File: config.mk
export PLATFORM = sky130hd
export DESIGN_NAME = e1_rx_overhead_status_report
export DESIGN_NICKNAME = d
export VERILOG_FILES = /design/src/pkg/e1_rx_pkg.sv /design/src/core/e1_rx_stream_timer.sv /design/src/core/e1_rx_fas_error_monitor.sv /design/src/core/e1_rx_overhead_status_report.sv
export VERILOG_INCLUDE_DIRS = /design/src /design/src/pkg
export SDC_FILE = /design/constraint.sdc
export NUM_CORES = 1
export LEC_CHECK = 0
export ABC_AREA = 1
export BUFFER_PORTS_ARGS = -buffer_cell sky130_fd_sc_hd__buf_2
export CAP_MARGIN = 15
export CORE_MARGIN = 2
export CORE_UTILIZATION = 50
export CTS_CLUSTER_DIAMETER = 200
export CTS_CLUSTER_SIZE = 14
export DETAILED_ROUTE_END_ITERATION = 12
export GPL_ROUTABILITY_DRIVEN = 0
export PLACE_DENSITY = 0.7
export SKIP_CTS_REPAIR_TIMING = 1
export SLEW_MARGIN = 15
export SYNTH_ARGS = -nofsm -noshare
export SYNTH_HDL_FRONTEND = slang
export SYNTH_SLANG_ARGS = --single-unit
File: constraint.sdc
create_clock -name CORE_CLK -period 1.9 [get_ports CORE_CLK]
set_input_delay 0.285 -clock CORE_CLK [delete_from_list [all_inputs] [get_ports CORE_CLK]]
set_output_delay 0.285 -clock CORE_CLK [all_outputs]
set_load 0.005 [all_outputs]
File: src/pkg/e1_rx_defs.svh
// Constants for the E1 receive overhead and status report block
`ifndef E1_RX_DEFS_SVH
`define E1_RX_DEFS_SVH

// Control/status output stream channel map
`define SIG_CHAN_FIRST     5'h01
`define SIG_CHAN_LAST      5'h0F
`define FAS_CHAN           5'h10
`define NFAS_CHAN          5'h11
`define STATUS_CHAN        5'h12
`define STREAM_LAST_CHAN   5'h1F
`define STREAM_LAST_BIT    3'h7

// Line timeslots carrying overhead
`define LINE_TS_ALIGN      5'h00
`define LINE_TS_SIG        5'h10
`define LINE_LAST_FRAME    4'hF

// Status byte field positions
`define ST_FSYNC_BIT       7
`define ST_MFSYNC_BIT      6
`define ST_FASERR_BIT      5
`define ST_SLIP_BIT        4
`define ST_AIS_BIT         3
`define ST_TS16AIS_BIT     2
`define ST_EXT_BIT         1
`define ST_UNUSED_BIT      0

// Reset and idle values
`define STREAM_IDLE_BYTE   8'h00

// Alignment error supervision
`define FAS_ERR_LIMIT      16
`define FAS_HOLDOFF_MS     128
`define CORE_CLK_KHZ       125000
`define FAS_HOLDOFF_CYCLES (`FAS_HOLDOFF_MS * `CORE_CLK_KHZ)

// Stream bit rate, as an exact fraction of the core clock
`define STREAM_KBPS        2048

// All-ones alarm detection windows
`define AIS_WINDOW_BITS    512
`define AIS_ZERO_LIMIT     3

`endif

File: src/pkg/e1_rx_pkg.sv
// Types shared by the E1 receive overhead and status report block
package e1_rx_pkg;
   typedef logic [7:0] byte_t;    // One stream or line byte
   typedef logic [4:0] chan_t;    // Channel or timeslot number
   typedef logic [2:0] bitpos_t;  // Bit position, 0 is the first bit sent
   typedef logic [3:0] frame_t;   // Frame number within a multiframe
endpackage : e1_rx_pkg

File: src/core/e1_rx_stream_timer.sv
// Bit, channel and frame timing of the 2048 kbit/s output stream
`timescale 1ns/10ps
`include "e1_rx_defs.svh"
module e1_rx_stream_timer
   import e1_rx_pkg::*;
#(
   parameter int CLK_KHZ  = `CORE_CLK_KHZ,
   parameter int BIT_KBPS = `STREAM_KBPS
) (
   // Clock and reset
   input  wire logic    clk,
   input  wire logic    rst,
   // Stream position
   output logic         bit_tick,
   output chan_t        chan,
   output bitpos_t      bitpos
);

   // The 18-bit phase accumulator must hold the clock rate plus one step
   if (BIT_KBPS < 1 || BIT_KBPS > CLK_KHZ / 2 ||
       CLK_KHZ > 131071) begin : bad_rate
      $error("clock rate up to 131071 kHz, bit rate up to half of it");
   end

   logic [17:0] acc_reg;        // Fractional phase accumulator
   logic [17:0] acc_sum;        // Phase after this cycle's step
   chan_t       chan_reg;       // Current channel
   bitpos_t     bit_reg;        // Current bit within the channel

   // Exact rate: one tick each time the phase passes the clock rate
   assign acc_sum  = acc_reg + 18'(BIT_KBPS);
   assign bit_tick = acc_sum >= 18'(CLK_KHZ);
   assign chan     = chan_reg;
   assign bitpos   = bit_reg;

   // Phase accumulator
   always_ff @(posedge clk) begin
      if (rst) begin
         acc_reg <= 18'h00000;
      end else if (bit_tick) begin
         acc_reg <= acc_sum - 18'(CLK_KHZ);
      end else begin
         acc_reg <= acc_sum;
      end
   end

   // Bit counter advances once per tick, channel counter on the tick after bit 7, wrapping per frame
   always_ff @(posedge clk) begin
      if (rst) begin
         bit_reg  <= 3'h0;
         chan_reg <= 5'h00;
      end else if (bit_tick) begin
         bit_reg <= bit_reg + 3'h1;
         if (bit_reg == `STREAM_LAST_BIT) begin
            chan_reg <= chan_reg + 5'h01;
         end
      end
   end

endmodule : e1_rx_stream_timer

File: src/core/e1_rx_fas_error_monitor.sv
// Counts alignment word errors and toggles a flag with a hold-off time
`timescale 1ns/10ps
`include "e1_rx_defs.svh"
module e1_rx_fas_error_monitor #(
   parameter int ERR_LIMIT      = `FAS_ERR_LIMIT,
   parameter int HOLDOFF_CYCLES = `FAS_HOLDOFF_CYCLES
) (
   // Clock and reset
   input  wire logic clk,
   input  wire logic rst,
   // Error event from the frame aligner
   input  wire logic fas_err,
   // Toggling error flag
   output logic      err_toggle
);

   // The hold-off counter is 25 bits wide and is loaded with the count less one
   if (ERR_LIMIT < 1 || ERR_LIMIT > 255 ||
       HOLDOFF_CYCLES < 1 || HOLDOFF_CYCLES > 33554432) begin : bad_cfg
      $error("error limit must be 1..255 and hold-off 1..33554432 cycles");
   end

   logic [7:0]  err_cnt_reg;    // Errors since the last toggle, saturating
   logic [24:0] hold_cnt_reg;   // Cycles left before another toggle
   logic        toggle_reg;     // Reported flag
   logic        limit_hit;      // Enough errors counted
   logic        hold_done;      // Hold-off has expired
   logic        do_toggle;      // Toggle in this cycle

   assign limit_hit  = err_cnt_reg >= 8'(ERR_LIMIT);
   assign hold_done  = hold_cnt_reg == 25'h0000000;
   assign do_toggle  = limit_hit && hold_done;
   assign err_toggle = toggle_reg;

   // Error counter restarts at each toggle; an error in that cycle counts
   always_ff @(posedge clk) begin
      if (rst) begin
         err_cnt_reg <= 8'h00;
      end else if (do_toggle) begin
         err_cnt_reg <= {7'h00, fas_err};
      end else if (fas_err && err_cnt_reg != 8'hFF) begin
         err_cnt_reg <= err_cnt_reg + 8'h01;
      end
   end

   // Hold-off timer and flag toggle, at most once per hold-off time
   always_ff @(posedge clk) begin
      if (rst) begin
         hold_cnt_reg <= 25'h0000000;
         toggle_reg   <= 1'b0;
      end else if (do_toggle) begin
         hold_cnt_reg <= 25'(HOLDOFF_CYCLES - 1);
         toggle_reg   <= ~toggle_reg;
      end else if (!hold_done) begin
         hold_cnt_reg <= hold_cnt_reg - 25'h0000001;
      end
   end

endmodule : e1_rx_fas_error_monitor

File: src/core/e1_rx_overhead_status_report.sv
// E1 receive overhead capture and control/status output stream
`timescale 1ns/10ps
`include "e1_rx_defs.svh"
module e1_rx_overhead_status_report
   import e1_rx_pkg::*;
#(
   parameter int FAS_ERR_LIMIT      = `FAS_ERR_LIMIT,
   parameter int FAS_HOLDOFF_CYCLES = `FAS_HOLDOFF_CYCLES,
   parameter int AIS_WINDOW_BITS    = `AIS_WINDOW_BITS,
   parameter int AIS_ZERO_LIMIT     = `AIS_ZERO_LIMIT
) (
   // Clock and reset
   input  wire logic    CORE_CLK,
   input  wire logic    RST,
   // Recovered receive line bits with their frame position
   input  wire logic    LINE_BIT,
   input  wire logic    LINE_BIT_VALID,
   input  wire chan_t   LINE_TS,
   input  wire bitpos_t LINE_BIT_POS,
   input  wire frame_t  LINE_FRAME,
   input  wire logic    LINE_FAS_FRAME,
   // Receive framer state and events
   input  wire logic    FRAME_SYNC_OK,
   input  wire logic    MFRAME_SYNC_OK,
   input  wire logic    FAS_WORD_ERR,
   input  wire logic    SLIP_EVENT,
   // External status pin, asynchronous
   input  wire logic    EXT_STATUS,
   // Control/status output stream
   output logic         CTRL_STATUS_OUT_STREAM,
   output logic         CTRL_FRAME_PULSE
);

   if (AIS_WINDOW_BITS < 2 || AIS_WINDOW_BITS > 1023 ||
       AIS_ZERO_LIMIT < 1 || AIS_ZERO_LIMIT > AIS_WINDOW_BITS) begin : bad_ais
      $error("alarm window must be 2..1023 bits with a limit inside it");
   end

   // Channels 1 to 15 carry the received signalling bytes
   function automatic logic is_sig_chan(input chan_t c);
      is_sig_chan = (c >= `SIG_CHAN_FIRST) && (c <= `SIG_CHAN_LAST);
   endfunction : is_sig_chan

   // ---------------------------------------------------------------
   // Line byte assembly
   // ---------------------------------------------------------------
   byte_t   rx_shift_reg;          // Bits of the timeslot so far
   byte_t   rx_byte;               // Complete byte, first bit in bit 7
   logic    byte_done;             // Last bit of a timeslot arrives
   logic    at_sig_ts;             // Byte is from timeslot 16
   logic    at_align_ts;           // Byte is from timeslot 0
   chan_t   line_frame_chan;       // Frame number as a stream channel
   logic    sig_write;             // Store a signalling byte
   logic    fas_write;             // Store an aligned frame ts0 byte
   logic    nfas_write;            // Store a non-aligned frame ts0 byte

   assign rx_byte         = {rx_shift_reg[6:0], LINE_BIT};
   assign byte_done       = LINE_BIT_VALID && LINE_BIT_POS == `STREAM_LAST_BIT;
   assign at_sig_ts       = LINE_TS == `LINE_TS_SIG;
   assign at_align_ts     = LINE_TS == `LINE_TS_ALIGN;
   assign line_frame_chan = {1'b0, LINE_FRAME};
   assign sig_write  = byte_done && at_sig_ts && is_sig_chan(line_frame_chan);
   assign fas_write  = byte_done && at_align_ts && LINE_FAS_FRAME;
   assign nfas_write = byte_done && at_align_ts && !LINE_FAS_FRAME;

   // Shift received bits in, first bit of the timeslot ends in bit 7
   always_ff @(posedge CORE_CLK) begin
      if (RST) begin
         rx_shift_reg <= `STREAM_IDLE_BYTE;
      end else if (LINE_BIT_VALID) begin
         rx_shift_reg <= rx_byte;
      end
   end

   // ---------------------------------------------------------------
   // Overhead byte stores
   // ---------------------------------------------------------------
   byte_t   sig_mem [1:15];        // Signalling bytes, one per frame
   byte_t   fas_reg;               // Aligned frame timeslot 0
   byte_t   nfas_reg;              // Non-aligned frame timeslot 0

   // Signalling store: ABCD of channel N high, of channel N+15 low
   always_ff @(posedge CORE_CLK) begin
      if (RST) begin
         for (int i = 1; i <= 15; i++) begin
            sig_mem[i] <= `STREAM_IDLE_BYTE;
         end
      end else if (sig_write) begin
         sig_mem[LINE_FRAME] <= rx_byte;
      end
   end

   // Timeslot 0 stores, chosen by frame type
   always_ff @(posedge CORE_CLK) begin
      if (RST) begin
         fas_reg  <= `STREAM_IDLE_BYTE;
         nfas_reg <= `STREAM_IDLE_BYTE;
      end else begin
         if (fas_write) begin
            fas_reg <= rx_byte;
         end
         if (nfas_write) begin
            nfas_reg <= rx_byte;
         end
      end
   end

   // ---------------------------------------------------------------
   // All-ones alarm detection on the whole line
   // ---------------------------------------------------------------
   logic [9:0] ais_bit_cnt_reg;    // Bits seen in the current window
   logic [9:0] ais_zero_cnt_reg;   // Zeros seen in the current window
   logic [9:0] ais_zero_next;      // Zero count including this bit
   logic       ais_window_end;     // Last bit of the window
   logic       ais_reg;            // Line alarm flag

   assign ais_zero_next  = ais_zero_cnt_reg + {9'h000, ~LINE_BIT};
   assign ais_window_end = LINE_BIT_VALID &&
                           ais_bit_cnt_reg == 10'(AIS_WINDOW_BITS - 1);

   // Window of line bits: alarm while too few zeros are seen
   always_ff @(posedge CORE_CLK) begin
      if (RST) begin
         ais_bit_cnt_reg  <= 10'h000;
         ais_zero_cnt_reg <= 10'h000;
         ais_reg          <= 1'b0;
      end else if (ais_window_end) begin
         ais_bit_cnt_reg  <= 10'h000;
         ais_zero_cnt_reg <= 10'h000;
         ais_reg <= ais_zero_next < 10'(AIS_ZERO_LIMIT);
      end else if (LINE_BIT_VALID) begin
         ais_bit_cnt_reg  <= ais_bit_cnt_reg + 10'h001;
         ais_zero_cnt_reg <= ais_zero_next;
      end
   end

   // ---------------------------------------------------------------
   // All-ones alarm detection in timeslot 16, per multiframe
   // ---------------------------------------------------------------
   logic ts16_zero_seen_reg;       // A zero arrived in ts16 this multiframe
   logic ts16_bit;                 // Current bit belongs to ts16
   logic ts16_mf_end;              // Last ts16 bit of the multiframe
   logic ais16_reg;                // Timeslot 16 alarm flag

   assign ts16_bit    = LINE_BIT_VALID && at_sig_ts;
   assign ts16_mf_end = ts16_bit && LINE_BIT_POS == `STREAM_LAST_BIT &&
                        LINE_FRAME == `LINE_LAST_FRAME;

   // Alarm while a whole multiframe of ts16 carried only ones
   always_ff @(posedge CORE_CLK) begin
      if (RST) begin
         ts16_zero_seen_reg <= 1'b0;
         ais16_reg          <= 1'b0;
      end else if (ts16_mf_end) begin
         ts16_zero_seen_reg <= 1'b0;
         ais16_reg <= !(ts16_zero_seen_reg || !LINE_BIT);
      end else if (ts16_bit && !LINE_BIT) begin
         ts16_zero_seen_reg <= 1'b1;
      end
   end

   // ---------------------------------------------------------------
   // Sync, slip and alignment error flags
   // ---------------------------------------------------------------
   logic fsync_lost_reg;           // Frame alignment lost
   logic mfsync_lost_reg;          // Multiframe alignment lost
   logic slip_toggle_reg;          // Flips on each controlled slip
   logic fas_err_toggle;           // Flips on repeated alignment errors

   // Loss flags follow the framer state, slips flip a bit
   always_ff @(posedge CORE_CLK) begin
      if (RST) begin
         fsync_lost_reg  <= 1'b0;
         mfsync_lost_reg <= 1'b0;
         slip_toggle_reg <= 1'b0;
      end else begin
         fsync_lost_reg  <= !FRAME_SYNC_OK;
         mfsync_lost_reg <= !MFRAME_SYNC_OK;
         if (SLIP_EVENT) begin
            slip_toggle_reg <= ~slip_toggle_reg;
         end
      end
   end

   // Alignment error supervision with its hold-off time
   e1_rx_fas_error_monitor #(
      .ERR_LIMIT      (FAS_ERR_LIMIT),
      .HOLDOFF_CYCLES (FAS_HOLDOFF_CYCLES)
   ) u_fas_err (
      .clk        (CORE_CLK),
      .rst        (RST),
      .fas_err    (FAS_WORD_ERR),
      .err_toggle (fas_err_toggle)
   );

   // ---------------------------------------------------------------
   // External status pin
   // ---------------------------------------------------------------
   logic ext_meta_reg;             // First synchroniser stage
   logic ext_sync_reg;             // Second synchroniser stage
   logic ext_sample_reg;           // Value taken at the frame start

   // Two-stage synchroniser for the asynchronous pin
   always_ff @(posedge CORE_CLK) begin
      if (RST) begin
         ext_meta_reg <= 1'b0;
         ext_sync_reg <= 1'b0;
      end else begin
         ext_meta_reg <= EXT_STATUS;
         ext_sync_reg <= ext_meta_reg;
      end
   end

   // ---------------------------------------------------------------
   // Output stream timing and serialiser
   // ---------------------------------------------------------------
   logic    tmr_tick;              // One pulse per stream bit
   chan_t   tmr_chan;              // Channel of the bit being sent
   bitpos_t tmr_bit;               // Bit of the channel being sent
   logic    frame_start;           // First bit of a stream frame
   byte_t   status_byte;           // Receive status flags byte
   byte_t   out_byte;              // Byte of the current channel
   bitpos_t out_index;             // Byte bit sent now, MSB first
   logic    stream_bit_reg;        // Serial output flop
   logic    frame_pulse_reg;       // Frame pulse flop

   e1_rx_stream_timer #(
      .CLK_KHZ  (`CORE_CLK_KHZ),
      .BIT_KBPS (`STREAM_KBPS)
   ) u_timer (
      .clk      (CORE_CLK),
      .rst      (RST),
      .bit_tick (tmr_tick),
      .chan     (tmr_chan),
      .bitpos   (tmr_bit)
   );

   assign frame_start = tmr_tick && tmr_chan == 5'h00 && tmr_bit == 3'h0;
   assign out_index   = `STREAM_LAST_BIT - tmr_bit;

   // Status byte, unused bit tied low
   assign status_byte = {fsync_lost_reg,
                         mfsync_lost_reg,
                         fas_err_toggle,
                         slip_toggle_reg,
                         ais_reg,
                         ais16_reg,
                         ext_sample_reg,
                         1'b0};

   // Channel selection; channels without a source send the idle byte
   assign out_byte =
      is_sig_chan(tmr_chan)      ? sig_mem[tmr_chan[3:0]] :
      (tmr_chan == `FAS_CHAN)    ? fas_reg     :
      (tmr_chan == `NFAS_CHAN)   ? nfas_reg    :
      (tmr_chan == `STATUS_CHAN) ? status_byte :
      `STREAM_IDLE_BYTE;

   // External status taken once per stream frame
   always_ff @(posedge CORE_CLK) begin
      if (RST) begin
         ext_sample_reg <= 1'b0;
      end else if (frame_start) begin
         ext_sample_reg <= ext_sync_reg;
      end
   end

   // Serial output: one bit per tick, frame pulse on the first bit
   always_ff @(posedge CORE_CLK) begin
      if (RST) begin
         stream_bit_reg  <= 1'b0;
         frame_pulse_reg <= 1'b0;
      end else begin
         frame_pulse_reg <= frame_start;
         if (tmr_tick) begin
            stream_bit_reg <= out_byte[out_index];
         end
      end
   end

   assign CTRL_STATUS_OUT_STREAM = stream_bit_reg;
   assign CTRL_FRAME_PULSE       = frame_pulse_reg;

endmodule : e1_rx_overhead_status_report

==> metrics <==
Via Count=just under 10,000; clock tree from TritonCTS=yes; max-cap check violation count=0; flip-flop cell with the highest count after synthesis=sky130_fd_sc_hd__edfxtp_1; cell taking the most area after synthesis=sky130_fd_sc_hd__edfxtp_1; grt peak-use layer=met2; post-detailed-route wirelength per cell=between 10 and 15 um; Die Span X=between 150 and 200 um; CTS Buf Count=21; area of the mapped netlist=around 0.012 sq mm; full die area=between 0.02 and 0.025 sq mm; reported net switching power=around 3300 uW; Slew Viols, Final=0; start-to-end type of the worst setup path=flop to flop; cell depth of the worst setup path=12; source-to-sink clock delay at the later pin of the worst-skew pair=around 0.5 ns; fraction of synthesized cell area taken by the top area cell type=between 30% and 40%; cell chosen for the clock root=sky130_fd_sc_hd__clkbuf_16; internal power of the cells=between 8000 and 9000 uW; setup repair after global routing missed its margin=true; final net count=1,607; most common cell type on the critical path=sky130_fd_sc_hd__nand2_1; fraction of layout instances using a drive strength above 1=between 10% and 20%; number of sinks handled by clock tree synthesis=243; placed cell count=1,851; Clk network pwr share=33.0%; final sum of negative setup slack=-0.1239 ns; cell area after layout=0.01391 sq mm; highest fanout seen on the critical path=7; combinational group share of total power=between 10% and 20%; startpoint types=flop; worst-case reg-to-reg path depth=12; number of global-route vias before repair=slightly above 9,000; Tmin final=between 1.5 and 2 ns; highest clock frequency the design can meet=about 500 MHz; Critical Path, Cell by Cell=buf_6 > nand4_1 > nor2_2 > xor2_2 > nand2_1 > nor2_1 > nand2_1 > nand2_4 > nand3_4 > inv_4 > nand2_1 > a21oi_2; global-route track usage on met3=under 10%; number of enable-type register cells in the synthesized netlist=~130; antenna fix cells=0; endpoints failing setup=9; number of antenna violations at the first check in global routing=0; Leak=about 0.0058 uW; count of cell types in the netlist=44; largest buffer count on any clock path=3; count of buffers from port buffering=23; overall track demand over capacity in global routing=about 23%; drt first pass iters=5; drt drc=0; Worst EP arrival=approximately 2.4 ns; clock transition at the registers of the reported paths=about 0.07 ns; violated checks=negative setup slack; final setup skew=0.01068 ns; maximum single-stage delay on the critical path=0.35 ns; worst path buffer plus inverter count=2; placeable core region=roughly 0.023 sq mm; Final Cycle Share=102.4%; post-detail-place hpwl=19,520 um; vertical die dimension=157.5 um; DRT iter0 DRCs=869; final setup margin=-0.04575 ns; placement row count=56; Area Overhead vs Synth=18.15%; total placed instance area=0.01307 sq mm; post-synthesis cell count=1,455; filler-free cell count of the finished design=1,898; worst-case vdd ir drop=about 0.83 mV; final hold violation count=0; GR Overflow Total=0; largest net degree at the start of global routing=around 40; portion of the post-synthesis area used by sequential elements=52.19%; average size of a mapped cell=about 8 sq um; FFs w/ async S/R, synth=0%; global routing usage on met1=about a third; Top-Level Pins=24; share of the core filled with cells=between 50% and 60%; minimum setup slack after placement=-0.2543 ns; outcome=complete, but fails checks; Antenna Violating Nets Remaining=0; flops & latches, synth=about 240; initial core utilization=roughly half; Worst EP required=2.34 ns; power per unit of standard cell area=about 850 mW/mm^2; Switching Fraction=between 20% and 30%; Total Wirelength=between 20,000 and 30,000 um; met2 Resource Use GR=a little under two fifths; ratio of routed vias to standard cells=~5.2; number of cells traversed by the worst hold path=3; class of the most critical hold timing path=input port to flop; cell family contributing the most delay on the critical path=simple AND/OR/NAND/NOR gates; max FFs per register=about 130; worst-path cell with the longest stage delay=sky130_fd_sc_hd__dfxtp_2; synth top area cells=sky130_fd_sc_hd__edfxtp_1 33%, sky130_fd_sc_hd__dfxtp_1 20%, sky130_fd_sc_hd__nand2_1 9.6%, sky130_fd_sc_hd__nor2_1 8.8%, sky130_fd_sc_hd__nand3_1 4.9%; global-route wire length before repair=roughly 46,000 um; nature of the critical path endpoint=flop; number of warnings printed during yosys synthesis=0; Flop pwr share=between 50% and 60%; H-tree level count=1
==> metrics by stage <==
step                      hold slack [ns]  total power [uW]
after floorplan                    0.3517              7457
after global placement             0.3915              7982
after detailed placement           0.4044              7996
after CTS                         -0.1049             11900
after global routing              0.02564             12480
final                             0.02794             11890
==> final timing paths <==
path	startpoint	end	slack, ns
setup / recovery	u_timer.acc_reg[11]$_SDFF_PP0_	flop	-0.05
hold / removal	SLIP_EVENT	slip_toggle_reg$_SDFFE_PP0P_	0.03
setup reg to reg	u_timer.acc_reg[11]$_SDFF_PP0_	flop	-0.05
hold reg to reg	ext_meta_reg$_SDFF_PP0_	ext_sync_reg$_SDFF_PP0_	0.41
==> tightest hold or removal path, cell delays in order <==
cell and delay [ns]:
sky130_fd_sc_hd__buf_2 0.08, sky130_fd_sc_hd__xnor2_1 0.05, sky130_fd_sc_hd__nor2_1 0.08
==> cell type report <==
type                            instances  area [sq um]
Clock buffer                           32         566.8
Clock inverter                          2         20.02
Fill cell                            2100          9350
Inverter                              145         560.5
Multi-Input combinational cell       1013          5035
Sequential cell                       243          6153
Tap cell                              319         399.1
Timing Repair Buffer                  144          1177
==> placed cells by master (no fill, tap or decap), types with 4 or more instances in the layout <==
cell type	netlist	layout
sky130_fd_sc_hd__nand2_4	9	16
sky130_fd_sc_hd__o21ai_1	0	6
sky130_fd_sc_hd__nand4_1	22	22
sky130_fd_sc_hd__ha_2	0	4
sky130_fd_sc_hd__nor2_1	275	270
sky130_fd_sc_hd__xnor2_1	22	22
sky130_fd_sc_hd__dfxtp_2	0	6
sky130_fd_sc_hd__nand2_1	301	292
sky130_fd_sc_hd__nor3_2	2	7
sky130_fd_sc_hd__nor2_2	12	17
sky130_fd_sc_hd__buf_2	9	24
sky130_fd_sc_hd__inv_4	1	5
sky130_fd_sc_hd__nor4_1	5	4
sky130_fd_sc_hd__a21oi_2	0	6
sky130_fd_sc_hd__o21ai_0	67	60
sky130_fd_sc_hd__nor3_1	18	13
sky130_fd_sc_hd__nand3_1	116	112
sky130_fd_sc_hd__a21oi_1	94	88
sky130_fd_sc_hd__clkbuf_16	0	21
sky130_fd_sc_hd__inv_1	138	135
sky130_fd_sc_hd__nand3_2	1	4
sky130_fd_sc_hd__clkbuf_1	43	11
sky130_fd_sc_hd__edfxtp_1	128	128
sky130_fd_sc_hd__conb_1	1	8
sky130_fd_sc_hd__ha_1	17	13
sky130_fd_sc_hd__dfxtp_1	115	109
sky130_fd_sc_hd__buf_12	0	11
sky130_fd_sc_hd__buf_4	3	103
sky130_fd_sc_hd__xor2_1	21	19
==> cells in the mapped netlist, types with 18 or more instances <==
master                     number
sky130_fd_sc_hd__a21oi_1       94
sky130_fd_sc_hd__edfxtp_1     128
sky130_fd_sc_hd__xor2_1        21
sky130_fd_sc_hd__clkbuf_1      43
sky130_fd_sc_hd__nand2_1      301
sky130_fd_sc_hd__nand4_1       22
sky130_fd_sc_hd__nor2_1       275
sky130_fd_sc_hd__nand3_1      116
sky130_fd_sc_hd__nor3_1        18
sky130_fd_sc_hd__dfxtp_1      115
sky130_fd_sc_hd__inv_1        138
sky130_fd_sc_hd__o21ai_0       67
sky130_fd_sc_hd__xnor2_1       22
==> logic make-up after synthesis <==
group / count (synthesis) / synth area share [%]
buf+inv: 206 / 6.843
other cells: 1 / 0.03185
fa+ha+maj: 17 / 1.806
compound gates: 169 / 7.364
xor+xnor: 44 / 3.337
simple gates: 775 / 28.42
flops: 243 / 52.19
==> metal layers <==
layer / vias up / part of all wire [%]
met5: - / 0
met4: 0 / 2.9
met3: 60 / 5.7
met2: 278 / 47
met1: 4514 / 45
li1: 4931 / -
==> power by group through the flow <==
stage                     combinational, uW  clock (uW)  sequential, uW
final                                  2030        3920            5940
after global routing                   2300        4200            5970
after CTS                              1960        4000            5940
after detailed placement               1950           0            6050
after global placement                 1940           0            6050
after floorplan                        1450           0            6010
Power figures use the tool's default switching activity.
